<file path="src/rtl/sos_pkg.sv">
// Package for the symbol output serializer: register map, field layouts,
// reset values, end-of-data actions and the serializer states.
// Assumes an 8-bit special-function-register bus from the embedded core.
package sos_pkg;

	// ==========================================================
	// Register offsets on the special-function-register bus
	localparam logic [7:0] SOS_ADDR_CONTROL = 8'ha9;
	localparam logic [7:0] SOS_ADDR_TIMING = 8'haa;
	localparam logic [7:0] SOS_ADDR_DATA = 8'hab;

	// ==========================================================
	// Reset values
	localparam logic [7:0] SOS_RST_CONTROL = 8'h00;
	localparam logic [7:0] SOS_RST_TIMING = 8'h00;
	localparam logic [7:0] SOS_RST_DATA = 8'h00;

	// ==========================================================
	// Timing constants, fill patterns and idle output codes
	localparam int SOS_RAMP_BASE = 8; // Ramp length in serializer clocks per edge step
	localparam logic [14:0] SOS_RATE_ONE = 15'h0001;
	localparam logic [7:0] SOS_ALL_ZERO = 8'h00;
	localparam logic [7:0] SOS_ALL_ONE = 8'hff;
	localparam logic [6:0] SOS_DEV_NONE = 7'h00;
	localparam logic [4:0] SOS_SLICE_NONE = 5'h00;

	// ==========================================================
	// End-of-data action, bits 7:6 of the control register
	typedef enum logic [1:0] {
		SOS_END_SHUTDOWN = 2'h0,
		SOS_END_REPEAT = 2'h1,
		SOS_END_ZEROS = 2'h2,
		SOS_END_ONES = 2'h3
	} sos_end_t;

	// Control register layout, msb first
	typedef struct packed {
		sos_end_t end_action;     // 7:6
		logic deviation_force;    // 5
		logic modulation_select;  // 4
		logic lc_osc_force_on;    // 3
		logic divider_force_on;   // 2
		logic amp_force_on;       // 1
		logic enable;             // 0
	} sos_ctrl_t;

	// Timing register layout, msb first
	typedef struct packed {
		logic [2:0] group_len;               // 7:5
		logic [1:0] edge_time;               // 4:3
		logic [2:0] serializer_clock_divisor; // 2:0
	} sos_timing_t;

	// Serializer sequence
	typedef enum {
		SOS_ST_IDLE,
		SOS_ST_RAMP_UP,
		SOS_ST_SEND,
		SOS_ST_RAMP_DOWN
	} sos_state_t;

endpackage : sos_pkg

</file>
<file path="src/rtl/sos_serializer.sv">
// Symbol output serializer: register file, clock divider, holding stage,
// shifter and power scheduling of amplifier, divider and LC oscillator.
// Assumes the core's register strobes and the data rate divisor, slice
// count and deviation code all come from logic on ref_clk_i.
`timescale 1ns/1ps

module sos_serializer (
	input wire logic ref_clk_i,
	input wire logic rst_i,
	input wire logic [7:0] sfr_addr_i,
	input wire logic sfr_wr_i,
	input wire logic sfr_rd_i,
	input wire logic [7:0] sfr_wdata_i,
	output logic [7:0] sfr_rdata_o,
	input wire logic [14:0] data_rate_i,
	input wire logic [4:0] amp_slice_count_i,
	input wire logic [6:0] deviation_code_i,
	output logic holding_empty_o,
	output logic data_notify_o,
	output logic symbol_o,
	output logic amp_on_o,
	output logic amp_ramp_o,
	output logic [4:0] amp_slice_o,
	output logic divider_on_o,
	output logic lc_osc_on_o,
	output logic [6:0] freq_dev_o
);

	// ==========================================================
	// Register file
	function automatic logic addr_hit(input logic [7:0] addr, input logic [7:0] off);
		addr_hit = (addr == off);
	endfunction : addr_hit

	sos_pkg::sos_ctrl_t ctrl_r, ctrl_nxt;
	sos_pkg::sos_timing_t timing_r, timing_nxt;
	logic [7:0] hold_r, hold_nxt;
	logic [2:0] hold_len_r, hold_len_nxt;
	logic hold_full_r, hold_full_nxt;
	logic notify_r, notify_nxt;
	logic [7:0] rdata_r, rdata_nxt;
	logic data_wr;
	logic transfer;

	assign data_wr = sfr_wr_i && addr_hit(sfr_addr_i, sos_pkg::SOS_ADDR_DATA);

	// Writes, read mux and the holding stage; unmapped reads return zero
	always_comb begin
		ctrl_nxt = ctrl_r;
		timing_nxt = timing_r;
		hold_nxt = hold_r;
		hold_len_nxt = hold_len_r;
		hold_full_nxt = hold_full_r;
		rdata_nxt = rdata_r;
		notify_nxt = data_wr; // Registered, so it rises with the byte in place
		if (transfer) begin
			hold_full_nxt = 1'b0;
		end
		if (sfr_wr_i) begin
			if (addr_hit(sfr_addr_i, sos_pkg::SOS_ADDR_CONTROL)) begin
				ctrl_nxt = sos_pkg::sos_ctrl_t'(sfr_wdata_i);
			end else if (addr_hit(sfr_addr_i, sos_pkg::SOS_ADDR_TIMING)) begin
				timing_nxt = sos_pkg::sos_timing_t'(sfr_wdata_i);
			end else if (data_wr) begin
				hold_nxt = sfr_wdata_i;
				// Length is caught with the byte so later edits wait a group
				hold_len_nxt = timing_r.group_len;
				// A write landing on a transfer still leaves a new byte waiting
				hold_full_nxt = 1'b1;
			end
		end
		if (sfr_rd_i) begin
			if (addr_hit(sfr_addr_i, sos_pkg::SOS_ADDR_CONTROL)) begin
				rdata_nxt = ctrl_r;
			end else if (addr_hit(sfr_addr_i, sos_pkg::SOS_ADDR_TIMING)) begin
				rdata_nxt = timing_r;
			end else if (addr_hit(sfr_addr_i, sos_pkg::SOS_ADDR_DATA)) begin
				rdata_nxt = hold_r;
			end else begin
				rdata_nxt = sos_pkg::SOS_ALL_ZERO;
			end
		end
	end

	always_ff @(posedge ref_clk_i) begin
		if (rst_i) begin
			ctrl_r <= sos_pkg::sos_ctrl_t'(sos_pkg::SOS_RST_CONTROL);
			timing_r <= sos_pkg::sos_timing_t'(sos_pkg::SOS_RST_TIMING);
			hold_r <= sos_pkg::SOS_RST_DATA;
			hold_len_r <= 3'h0;
			hold_full_r <= 1'b0;
			notify_r <= 1'b0;
			rdata_r <= sos_pkg::SOS_ALL_ZERO;
		end else begin
			ctrl_r <= ctrl_nxt;
			timing_r <= timing_nxt;
			hold_r <= hold_nxt;
			hold_len_r <= hold_len_nxt;
			hold_full_r <= hold_full_nxt;
			notify_r <= notify_nxt;
			rdata_r <= rdata_nxt;
		end
	end

	assign sfr_rdata_o = rdata_r;
	assign data_notify_o = notify_r;
	assign holding_empty_o = !hold_full_r;

	// ==========================================================
	// Serializer core
	sos_pkg::sos_state_t state_r, state_nxt;
	logic [2:0] ck_cnt_r, ck_cnt_nxt;
	logic [14:0] rate_cnt_r, rate_cnt_nxt;
	logic [4:0] ramp_cnt_r, ramp_cnt_nxt;
	logic [7:0] shift_r, shift_nxt;
	logic [7:0] last_r, last_nxt;
	logic [2:0] len_r, len_nxt;
	logic [2:0] idx_r, idx_nxt;
	logic ck_tick, sym_tick, group_end, sym;
	logic [14:0] rate_last;
	logic [4:0] ramp_last;
	logic amp_nxt, ramp_nxt, div_nxt, lc_nxt, sym_nxt;
	logic [4:0] slice_nxt;
	logic [6:0] dev_nxt;

	// Serializer clock is a strobe rather than a derived clock
	assign ck_tick = (ck_cnt_r == timing_r.serializer_clock_divisor);
	// A zero divisor is treated as one to avoid a stuck counter
	assign rate_last = (data_rate_i == 15'h0) ? 15'h0 : data_rate_i - sos_pkg::SOS_RATE_ONE;
	assign sym_tick = ck_tick && (rate_cnt_r == rate_last);
	// Ramp spans base times edge factor serializer clocks
	assign ramp_last = 5'(sos_pkg::SOS_RAMP_BASE * (int'(timing_r.edge_time) + 1) - 1);
	assign group_end = (idx_r == len_r); // Field plus one symbols
	assign sym = shift_r[idx_r]; // Bit zero goes first
	assign transfer = (state_r == sos_pkg::SOS_ST_IDLE && ctrl_r.enable && hold_full_r)
		|| (state_r == sos_pkg::SOS_ST_SEND && sym_tick && group_end && hold_full_r);

	// Sequence: ramp up, send groups, act on running dry; divider parked at idle unless forced on
	always_comb begin
		state_nxt = state_r;
		ck_cnt_nxt = (ck_tick || state_r == sos_pkg::SOS_ST_IDLE) ? 3'h0 : ck_cnt_r + 3'h1;
		rate_cnt_nxt = rate_cnt_r;
		ramp_cnt_nxt = ramp_cnt_r;
		shift_nxt = shift_r;
		last_nxt = last_r;
		len_nxt = len_r;
		idx_nxt = idx_r;
		case (state_r)
			sos_pkg::SOS_ST_IDLE: begin
				rate_cnt_nxt = 15'h0;
				ramp_cnt_nxt = 5'h0;
				if (transfer) begin
					shift_nxt = hold_r;
					last_nxt = hold_r;
					len_nxt = hold_len_r;
					idx_nxt = 3'h0;
					state_nxt = sos_pkg::SOS_ST_RAMP_UP;
				end
			end
			sos_pkg::SOS_ST_RAMP_UP: begin
				if (ck_tick) begin
					ramp_cnt_nxt = ramp_cnt_r + 5'h1;
					if (ramp_cnt_r == ramp_last) begin
						ramp_cnt_nxt = 5'h0;
						state_nxt = sos_pkg::SOS_ST_SEND;
					end
				end
			end
			sos_pkg::SOS_ST_SEND: begin
				if (ck_tick) begin
					rate_cnt_nxt = sym_tick ? 15'h0 : rate_cnt_r + 15'h1;
				end
				if (sym_tick) begin
					idx_nxt = idx_r + 3'h1;
					if (group_end) begin
						idx_nxt = 3'h0;
						if (hold_full_r) begin
							shift_nxt = hold_r; // Gapless hand-off
							last_nxt = hold_r;
							len_nxt = hold_len_r;
						end else begin
							case (ctrl_r.end_action)
								sos_pkg::SOS_END_SHUTDOWN: state_nxt = sos_pkg::SOS_ST_RAMP_DOWN;
								sos_pkg::SOS_END_REPEAT: shift_nxt = last_r;
								sos_pkg::SOS_END_ZEROS: shift_nxt = sos_pkg::SOS_ALL_ZERO;
								default: shift_nxt = sos_pkg::SOS_ALL_ONE;
							endcase
						end
					end
				end
			end
			sos_pkg::SOS_ST_RAMP_DOWN: begin
				if (ck_tick) begin
					ramp_cnt_nxt = ramp_cnt_r + 5'h1;
					if (ramp_cnt_r == ramp_last) begin
						ramp_cnt_nxt = 5'h0;
						state_nxt = sos_pkg::SOS_ST_IDLE;
					end
				end
			end
			default: state_nxt = sos_pkg::SOS_ST_IDLE;
		endcase
		if (!ctrl_r.enable) begin
			state_nxt = sos_pkg::SOS_ST_IDLE;
		end
	end

	// Output stage; every data output comes from a flip-flop
	always_comb begin
		sym_nxt = (state_r == sos_pkg::SOS_ST_SEND) && sym;
		// On-off keys the amplifier per symbol, frequency shift holds it on
		amp_nxt = (state_r == sos_pkg::SOS_ST_RAMP_UP)
			|| (state_r == sos_pkg::SOS_ST_SEND && (ctrl_r.modulation_select || sym));
		ramp_nxt = (state_r == sos_pkg::SOS_ST_RAMP_UP) || (state_r == sos_pkg::SOS_ST_RAMP_DOWN);
		// Divider and oscillator sleep whenever the sequence is idle and their force bits are clear
		div_nxt = (state_r != sos_pkg::SOS_ST_IDLE) || ctrl_r.divider_force_on;
		lc_nxt = (state_r != sos_pkg::SOS_ST_IDLE) || ctrl_r.lc_osc_force_on;
		slice_nxt = amp_nxt ? amp_slice_count_i : sos_pkg::SOS_SLICE_NONE;
		if (ctrl_r.amp_force_on) begin
			amp_nxt = 1'b1;
			slice_nxt = amp_slice_count_i;
		end
		dev_nxt = sos_pkg::SOS_DEV_NONE;
		if (ctrl_r.deviation_force) begin
			dev_nxt = deviation_code_i;
		end else if (ctrl_r.modulation_select && sym_nxt) begin
			dev_nxt = deviation_code_i;
		end
	end

	always_ff @(posedge ref_clk_i) begin
		if (rst_i) begin
			state_r <= sos_pkg::SOS_ST_IDLE;
			ck_cnt_r <= 3'h0;
			rate_cnt_r <= 15'h0;
			ramp_cnt_r <= 5'h0;
			shift_r <= sos_pkg::SOS_ALL_ZERO;
			last_r <= sos_pkg::SOS_ALL_ZERO;
			len_r <= 3'h0;
			idx_r <= 3'h0;
			symbol_o <= 1'b0;
			amp_on_o <= 1'b0;
			amp_ramp_o <= 1'b0;
			amp_slice_o <= sos_pkg::SOS_SLICE_NONE;
			divider_on_o <= 1'b0;
			lc_osc_on_o <= 1'b0;
			freq_dev_o <= sos_pkg::SOS_DEV_NONE;
		end else begin
			state_r <= state_nxt;
			ck_cnt_r <= ck_cnt_nxt;
			rate_cnt_r <= rate_cnt_nxt;
			ramp_cnt_r <= ramp_cnt_nxt;
			shift_r <= shift_nxt;
			last_r <= last_nxt;
			len_r <= len_nxt;
			idx_r <= idx_nxt;
			symbol_o <= sym_nxt;
			amp_on_o <= amp_nxt;
			amp_ramp_o <= ramp_nxt;
			amp_slice_o <= slice_nxt;
			divider_on_o <= div_nxt;
			lc_osc_on_o <= lc_nxt;
			freq_dev_o <= dev_nxt;
		end
	end

	// ==========================================================
	// Assertions
	AST_NOTIFY_ONCE: assert property (@(posedge ref_clk_i) disable iff (rst_i)
		data_wr |=> data_notify_o && hold_r == $past(sfr_wdata_i))
		else $error("Data write gave no notify pulse with stable byte");
	AST_NOTIFY_CAUSE: assert property (@(posedge ref_clk_i) disable iff (rst_i)
		data_notify_o |-> $past(data_wr))
		else $error("Notify pulse without a data write");
	AST_EMPTY_CLEAR: assert property (@(posedge ref_clk_i) disable iff (rst_i)
		data_wr |=> !holding_empty_o)
		else $error("Data write did not clear the empty flag");
	AST_EMPTY_SET: assert property (@(posedge ref_clk_i) disable iff (rst_i)
		(transfer && !data_wr) |=> holding_empty_o)
		else $error("Transfer to shifter did not set the empty flag");
	AST_DISABLE: assert property (@(posedge ref_clk_i) disable iff (rst_i)
		!ctrl_r.enable |=> state_r == sos_pkg::SOS_ST_IDLE ##1 !amp_ramp_o)
		else $error("Serializer kept running while disabled");
	AST_FORCE_AMP: assert property (@(posedge ref_clk_i) disable iff (rst_i)
		ctrl_r.amp_force_on |=> amp_on_o && amp_slice_o == $past(amp_slice_count_i))
		else $error("Amplifier force did not hold amp on with slices");
	AST_FORCE_UNITS: assert property (@(posedge ref_clk_i) disable iff (rst_i)
		(ctrl_r.lc_osc_force_on && ctrl_r.divider_force_on) |=> lc_osc_on_o && divider_on_o)
		else $error("Force bits did not hold oscillator and divider on");
	AST_IDLE_OFF: assert property (@(posedge ref_clk_i) disable iff (rst_i)
		(state_r == sos_pkg::SOS_ST_IDLE && !ctrl_r.divider_force_on) |=> !divider_on_o)
		else $error("Divider powered while idle");
	AST_DEV_FORCE: assert property (@(posedge ref_clk_i) disable iff (rst_i)
		ctrl_r.deviation_force |=> freq_dev_o == $past(deviation_code_i))
		else $error("Deviation force not applied");
	AST_OOK_KEY: assert property (@(posedge ref_clk_i) disable iff (rst_i)
		(state_r == sos_pkg::SOS_ST_SEND && !ctrl_r.modulation_select
			&& !ctrl_r.amp_force_on) |=> amp_on_o == symbol_o)
		else $error("On-off keying does not follow the symbol");
	AST_SHUTDOWN: assert property (@(posedge ref_clk_i) disable iff (rst_i)
		(state_r == sos_pkg::SOS_ST_SEND && sym_tick && group_end && !hold_full_r
			&& ctrl_r.enable && ctrl_r.end_action == sos_pkg::SOS_END_SHUTDOWN)
		|=> state_r == sos_pkg::SOS_ST_RAMP_DOWN)
		else $error("Running dry did not start shutdown");
	AST_CK_DIV: assert property (@(posedge ref_clk_i) disable iff (rst_i)
		(ck_tick && $stable(timing_r)) |=> ck_cnt_r == 3'h0)
		else $error("Clock divider did not restart after its strobe");

	COV_SEND: cover property (@(posedge ref_clk_i) disable iff (rst_i)
		state_r == sos_pkg::SOS_ST_RAMP_UP ##1 state_r == sos_pkg::SOS_ST_SEND);
	COV_GAPLESS: cover property (@(posedge ref_clk_i) disable iff (rst_i)
		state_r == sos_pkg::SOS_ST_SEND && transfer);
	COV_REPEAT: cover property (@(posedge ref_clk_i) disable iff (rst_i)
		state_r == sos_pkg::SOS_ST_SEND && sym_tick && group_end && !hold_full_r
		&& ctrl_r.end_action == sos_pkg::SOS_END_REPEAT);
	COV_DOWN: cover property (@(posedge ref_clk_i) disable iff (rst_i)
		state_r == sos_pkg::SOS_ST_RAMP_DOWN ##1 state_r == sos_pkg::SOS_ST_IDLE);

endmodule : sos_serializer

</file>
<file path="config.mk">
export PLATFORM = sky130hd
export DESIGN_NAME = sos_serializer
export DESIGN_NICKNAME = d
export VERILOG_FILES = /design/src/rtl/sos_pkg.sv /design/src/rtl/sos_serializer.sv
export SDC_FILE = /design/constraint.sdc
export NUM_CORES = 1
export LEC_CHECK = 0
export BUFFER_PORTS_ARGS = -buffer_cell sky130_fd_sc_hd__buf_4
export CORE_AREA = 4 4 119 121
export CTS_CLUSTER_SIZE = 28
export DETAILED_ROUTE_END_ITERATION = 7
export DIE_AREA = 0 0 123 125
export PLACE_DENSITY = 0.61
export SYNTH_ARGS = -nofsm -noshare
export SYNTH_HDL_FRONTEND = slang
export SYNTH_SLANG_ARGS = --single-unit
</file>
<file path="constraint.sdc">
create_clock -name ref_clk_i -period 8.7 [get_ports ref_clk_i]
set_input_delay 0 -clock ref_clk_i [delete_from_list [all_inputs] [get_ports ref_clk_i]]
set_output_delay 0 -clock ref_clk_i [all_outputs]
set_load 0.05 [all_outputs]
</file>
Word level (Yosys, flattened, before mapping)
Cells that the tools add are included.
{"block": "op_classes", "addsub": 7, "order_cmp": 1, "eq_ne": 28, "muxes": 51, "n_bitwise": 3, "reduce_logical": 37}
{"cell": "$mux W32", "n": 9}
{"cell": "$pmux W32 S4", "n": 1}
{"cell": "$eq A32 B2 Y1 const B", "n": 3}
{"cell": "$mux W8", "n": 10}
{"cell": "$eq A32 B3 Y1 const B", "n": 2}
{"cell": "$logic_not A32 Y1", "n": 2}
{"cell": "$mux W15", "n": 3}
{"cell": "$eq A32 B1 Y1 const B", "n": 1}
{"cell": "$pmux W8 S2", "n": 2}
{"cell": "$reduce_bool A32 Y1", "n": 1}
{"cell": "$pmux W15 S2", "n": 1}
{"cell": "$eq A8 B8 Y1 const B", "n": 3}
{"cell": "$pmux W8 S3", "n": 1}
{"cell": "$ne A2 B2 Y1 const B", "n": 11}
{"cell": "$mux W3", "n": 7}
{"cell": "$mux W5", "n": 4}
{"cell": "$add A15 B1 Y15 const B", "n": 1}
{"cell": "$eq A15 B15 Y1", "n": 1}
{"cell": "$logic_not A15 Y1", "n": 1}
{"cell": "$sub A15 B1 Y15 const B", "n": 1}
{"cell": "$mux W7", "n": 2}
{"cell": "$pmux W3 S2", "n": 2}
{"cell": "$logic_and A1 B1 Y1", "n": 10}
{"cell": "$pmux W5 S2", "n": 1}
{"cell": "24 further kinds", "n": 47}
{"block": "totals", "regBits": 131, "elab_cells": 157}

Logic depth before layout (Yosys ltp)
{"block": "logic_depth", "word_depth": 13, "mapped_depth": 11, "ltp_nobuf": 10}

Least setup slack after synthesis
OpenSTA, ideal clock, no wires.
{"block": "synth_path", "path_type": "input port to flip-flop", "startpoint": "input port data_rate_i[0]", "endpoint": "register shift_r[1]", "arrival_time_ns": 2.666, "required_ns": 8.558, "slack_ns": 5.892, "stages": 11, "cell_sequence": "inv_1 > ha_1 > or3b_1 > nor2_2 > xnor2_1 > a221o_1 > or4_1 > nor4_4 > or2_1 > buf_6 > a211oi_2"}
{"block": "synth_via", "elab_chain_cells": 10}
{"element": "start: declaration", "line": "sos_serializer.sv:15", "text": "input wire logic [14:0] data_rate_i,"}
{"element": "$sub A15 B1 Y15 or $logic_not A15 Y1 (tied branches)", "line": "sos_serializer.sv:129", "text": "assign rate_last = (data_rate_i == 15'h0) ? 15'h0 : data_rate_i - sos_pkg::SOS_RATE_ONE;"}
{"element": "$mux W15 (*)", "line": "sos_serializer.sv:129"}
{"element": "$eq A15 B15 Y1 (*)", "line": "sos_serializer.sv:130", "text": "assign sym_tick = ck_tick && (rate_cnt_r == rate_last);"}
{"element": "$logic_and A1 B1 Y1 (*)", "line": "sos_serializer.sv:130"}
{"element": "$logic_and A1 B1 Y1 (3 in a row)", "line": "sos_serializer.sv:136", "text": "|| (state_r == sos_pkg::SOS_ST_SEND && sym_tick && group_end && hold_full_r);"}
{"element": "$logic_or A1 B1 Y1", "line": "sos_serializer.sv:136"}
{"element": "$ne A2 B2 Y1 (no line)"}
{"element": "$reduce_and A5 Y1 (no line) (*)"}
{"element": "end signal: assignment", "line": "sos_serializer.sv:237", "text": "shift_r <= sos_pkg::SOS_ALL_ZERO;"}
{"element": "end signal: assignment", "line": "sos_serializer.sv:253", "text": "shift_r <= shift_nxt;"}
{"element": "end: declaration", "line": "sos_serializer.sv:115", "text": "logic [7:0] shift_r, shift_nxt;"}
Mark *: on every way between the ends. The rest lies on a longest branch, timed or not.
A chain may end at the register's enable or synchronous reset.

Final worst setup path
{"block": "layout_path", "startpoint": "input port data_rate_i[0]", "endpoint": "register len_r[1]"}
{"block": "layout_via", "elab_chain_cells": 10}
{"element": "$sub A15 B1 Y15 or $logic_not A15 Y1 (tied branches)", "line": "sos_serializer.sv:129"}
{"element": "$mux W15 (*)", "line": "sos_serializer.sv:129"}
{"element": "$eq A15 B15 Y1 (*)", "line": "sos_serializer.sv:130"}
{"element": "$logic_and A1 B1 Y1 (*)", "line": "sos_serializer.sv:130"}
{"element": "$logic_and A1 B1 Y1 (3 in a row)", "line": "sos_serializer.sv:136"}
{"element": "$logic_or A1 B1 Y1", "line": "sos_serializer.sv:136"}
{"element": "$ne A2 B2 Y1 (no line)"}
{"element": "$reduce_and A5 Y1 (no line) (*)"}
{"element": "end signal: assignment", "line": "sos_serializer.sv:255", "text": "len_r <= len_nxt;"}
{"element": "end: declaration", "line": "sos_serializer.sv:117", "text": "logic [2:0] len_r, len_nxt;"}
Marked as above.

==> summary.txt <==
Timing
  – Slew Viols, Final: 0
  – Fin. Hold Viols: 0
  – TNS Setup: 0 ns
  – Rel. slew slack: 45.88%
  – Clock skew: ~0.0074 ns
  – RSZ-0062 raised after global routing: no
  – Fin crit share: between 30% and 40%
  – Setup-failing EPs final: 0
  – Crit path time final: between 3 and 4 ns
  – Peak Freq: slightly below 300 MHz
  – Least-Margin Pin Slew: a little over 0.8 ns

Placed design
  – Post-DP HPWL: around 11000 um
  – Final GP Congestion: between 0.9 and 1
  – Buffers on Ports: between 70 and 80

Critical path
  – Worst EP arrival: ~3.6 ns
  – CP startpoint: data_rate_i[0]
  – Setup crit start kind: primary input
  – Crit-path cells: buf_4, inv_1, ha_1, nor3b_1, nand4_1, o311a_1, a211o_1, nor4_1, nand4_2, a21bo_2, a21oi_1
  – CP Class: primary input to flip-flop
  – Critical path peak fanout: 23
  – R2R depth: 8
  – Crit end category: flip-flop
  – CP max stage delay: 0.70 ns
  – CP max stage cell: nand4_2
  – Worst endpoint required time: between 8 and 9 ns
  – Worst r2r src: rate_cnt_r[9]

Yosys
  – Synth area leader: dfxtp_1
  – Post-synth EDFFs: 0
  – Post-synthesis net count: 712
  – Warnings, synthesis: 0
  – Ys async rst share: 0%
  – Post-synthesis sequential area ratio: between 30% and 40%
  – Synth area leaders: dfxtp_1 (38%), a21oi_1 (6.4%), nand2_1 (5.8%)
  – Synth cell types: between 60 and 70
  – FF+latch count, synth: between 100 and 150
  – Primary FF master, synth: dfxtp_1
  – Post-synth top area share: 38.04%
  – Avg Inst Size Synth: a little over 8 um2
  – Area of the mapped netlist: 5315 um2
  – Mapped Cells: between 600 and 700

Job
  – Number of max-cap violations: 0

Floorplan
  – Core Region: approximately 13000 um2
  – Die Height: roughly 130 um
  – Initial Utilization: 40.62%
  – Chip Width: between 100 and 150 um
  – Ports: 74
  – Die area: approximately 15000 um2
  – # rows: 42

GRT
  – Largest net degree at the start of global routing: just under 80
  – Initial antenna violation count: 0
  – Gr usage total: 19.04%
  – Overflow after GRT: 0
  – Global-route wire length before repair: about 24000 um
  – Vias in the first global route: around 4.8k

Power
  – Power Total: just under 1 mW
  – LEAKAGE: around 2.3 nW
  – Worst vdd ir: 0.00007008 V
  – Total power per unit cell area: ~150 nW/um2

CTS
  – H-tree depth: 3
  – Sink Count: between 100 and 150
  – TritonCTS clock tree: built
  – Clk root buf: clkbuf_16
  – CTS buffer count: 9
  – Clk_lat worst skew: around 0.35 ns
  – Reg clk slew, reported paths: roughly 0.070 ns
  – Clk buf depth: 2
  – CTS Hold Buffers Added: 20
  – CTS resizes: 0
  – Postcts setup bufs: 0

Outcome
  – Outcome: finished, final reports clean

Detailed routing
  – Drt pass-1 iters: 4
  – Vias/cell: 5.520
  – ANT nets after route: 0
  – DRC: 0
  – Avg WL per Cell: ~16 um
  – DR vias: 5007
  – Routed WL: around 15000 um
  – DR iter-0 viols: 396

Min path
  – Hold path startpoint: sfr_rd_i
  – Worst Hold Depth: 3
  – Worst hold path class: primary input to flip-flop

Cells and area
  – Area of the multi-input gates: between 3000 and 4000 um2
  – N_diodes: 0
  – Layout cells sized above 1: between 10% and 20%
  – P&R area growth vs syn: 21.63%
  – Reg area: a little over 2000 um2
  – Layout fillers: approximately 1.3k
  – Most common cell after layout, fill and taps aside: dfxtp_1
  – Commonest non-fill, non-tap cells in the layout: dfxtp_1 (101), nand2_1 (82), buf_4 (74)
  – Layout Nets: around 780
-- registers in the layout, summed over array words and instances, names as in the netlist --
name           cells
amp_slice_o        5
ctrl_r             8
divider_on_o       1
rate_cnt_r        15
freq_dev_o         7
timing_r           8
ck_cnt_r           3
last_r             8
state_r            2
amp_on_o           1
hold_r             8
sfr_rdata_o        8
symbol_o           1
hold_len_r         3
shift_r            8
idx_r              3
data_notify_o      1
lc_osc_on_o        1
hold_full_r        1
amp_ramp_o         1
len_r              3
ramp_cnt_r         5
-- critical path, delay by kind of cell --
kind	cells	cell delay (ns)
simple gates	4	2.05
fa+ha+maj	1	0.25
buf+inv	2	0.21
compound gates	4	1.12
-- logic make-up after synthesis --
| kind of cell | Yosys count | synth area share (%) |
|---|---|---|
| muxes | 6 | 1.648 |
| and+or+nand+nor | 299 | 28.41 |
| DFF | 101 | 38.04 |
| xor gates and xnor gates | 29 | 4.779 |
| AOI/OAI and AO/OA | 163 | 21.07 |
| adders and majority gates | 10 | 2.354 |
| buffers and inverters | 47 | 3.696 |
-- Yosys cell counts, types with 4 or more instances --
cell / count
and2_1: 15
nor2b_1: 5
or3_1: 8
a221oi_1: 8
a21oi_1: 68
nand2b_1: 7
buf_2: 4
and3_1: 8
clkbuf_1: 28
ha_1: 10
xnor2_1: 18
and4_1: 4
or4_1: 5
a211oi_1: 4
o21ai_0: 21
a21bo_1: 8
nand3_1: 39
nor2_1: 63
nand4_1: 12
nor3_1: 21
a211oi_2: 9
nor3b_1: 4
nand2_1: 82
o31ai_1: 7
xor2_1: 11
inv_1: 13
dfxtp_1: 101
nor4_1: 9
-- power breakdown --
part	internal, mW	switching (mW)
Sequential	0.464	0.00104
Clock	0.242	0.182
Combinational	0.0331	0.0414
-- layout make-up --
type / count / area share, %
Clock inverter: 5 / 1.064
Timing Repair Buffer: 94 / 11.69
Clock buffer: 11 / 3.909
Multi-Input combinational cell: 507 / 47.90
Sequential cell: 101 / 31.28
Inverter: 13 / 0.7548
Tap cell: 176 / 3.406
-- per-stage QoR --
stage / cells / utilization [%] / area [um2] / hold WS [ns] / worst slack, ns
2_1_floorplan: 655 / - / 5315 / 0.1217 / 5.892
6_report: 907 / 49.41 / 6465 / 0.01861 / 5.344
4_1_cts: 907 / 49.41 / 6465 / 0.007552 / 5.409
5_1_grt: 907 / 49.41 / 6465 / 0.02949 / 5.001
3_3_place_gp: 871 / 45.42 / 5943 / 0.2030 / 5.192
3_5_place_dp: 871 / 45.42 / 5943 / 0.2049 / 5.074
-- path summary, 6_finish.rpt --
check / endpoint / slack [ns]
setup / recovery: len_r[1] / 5.34
hold / removal: sfr_rdata_o[0] / 0.02
setup reg to reg: len_r[1] / 5.52
hold reg to reg: hold_len_r[2] / 0.46
-- layer usage --
metal	global-route usage, %	vias up	share of wire, %
met1	25.49	2358	45
met4	7.492	0	2.1
met2	30.65	130	48
met5	0	-	0
met3	2.981	21	5.1
li1	-	2498	-
Power figures use the tool's default switching activity.
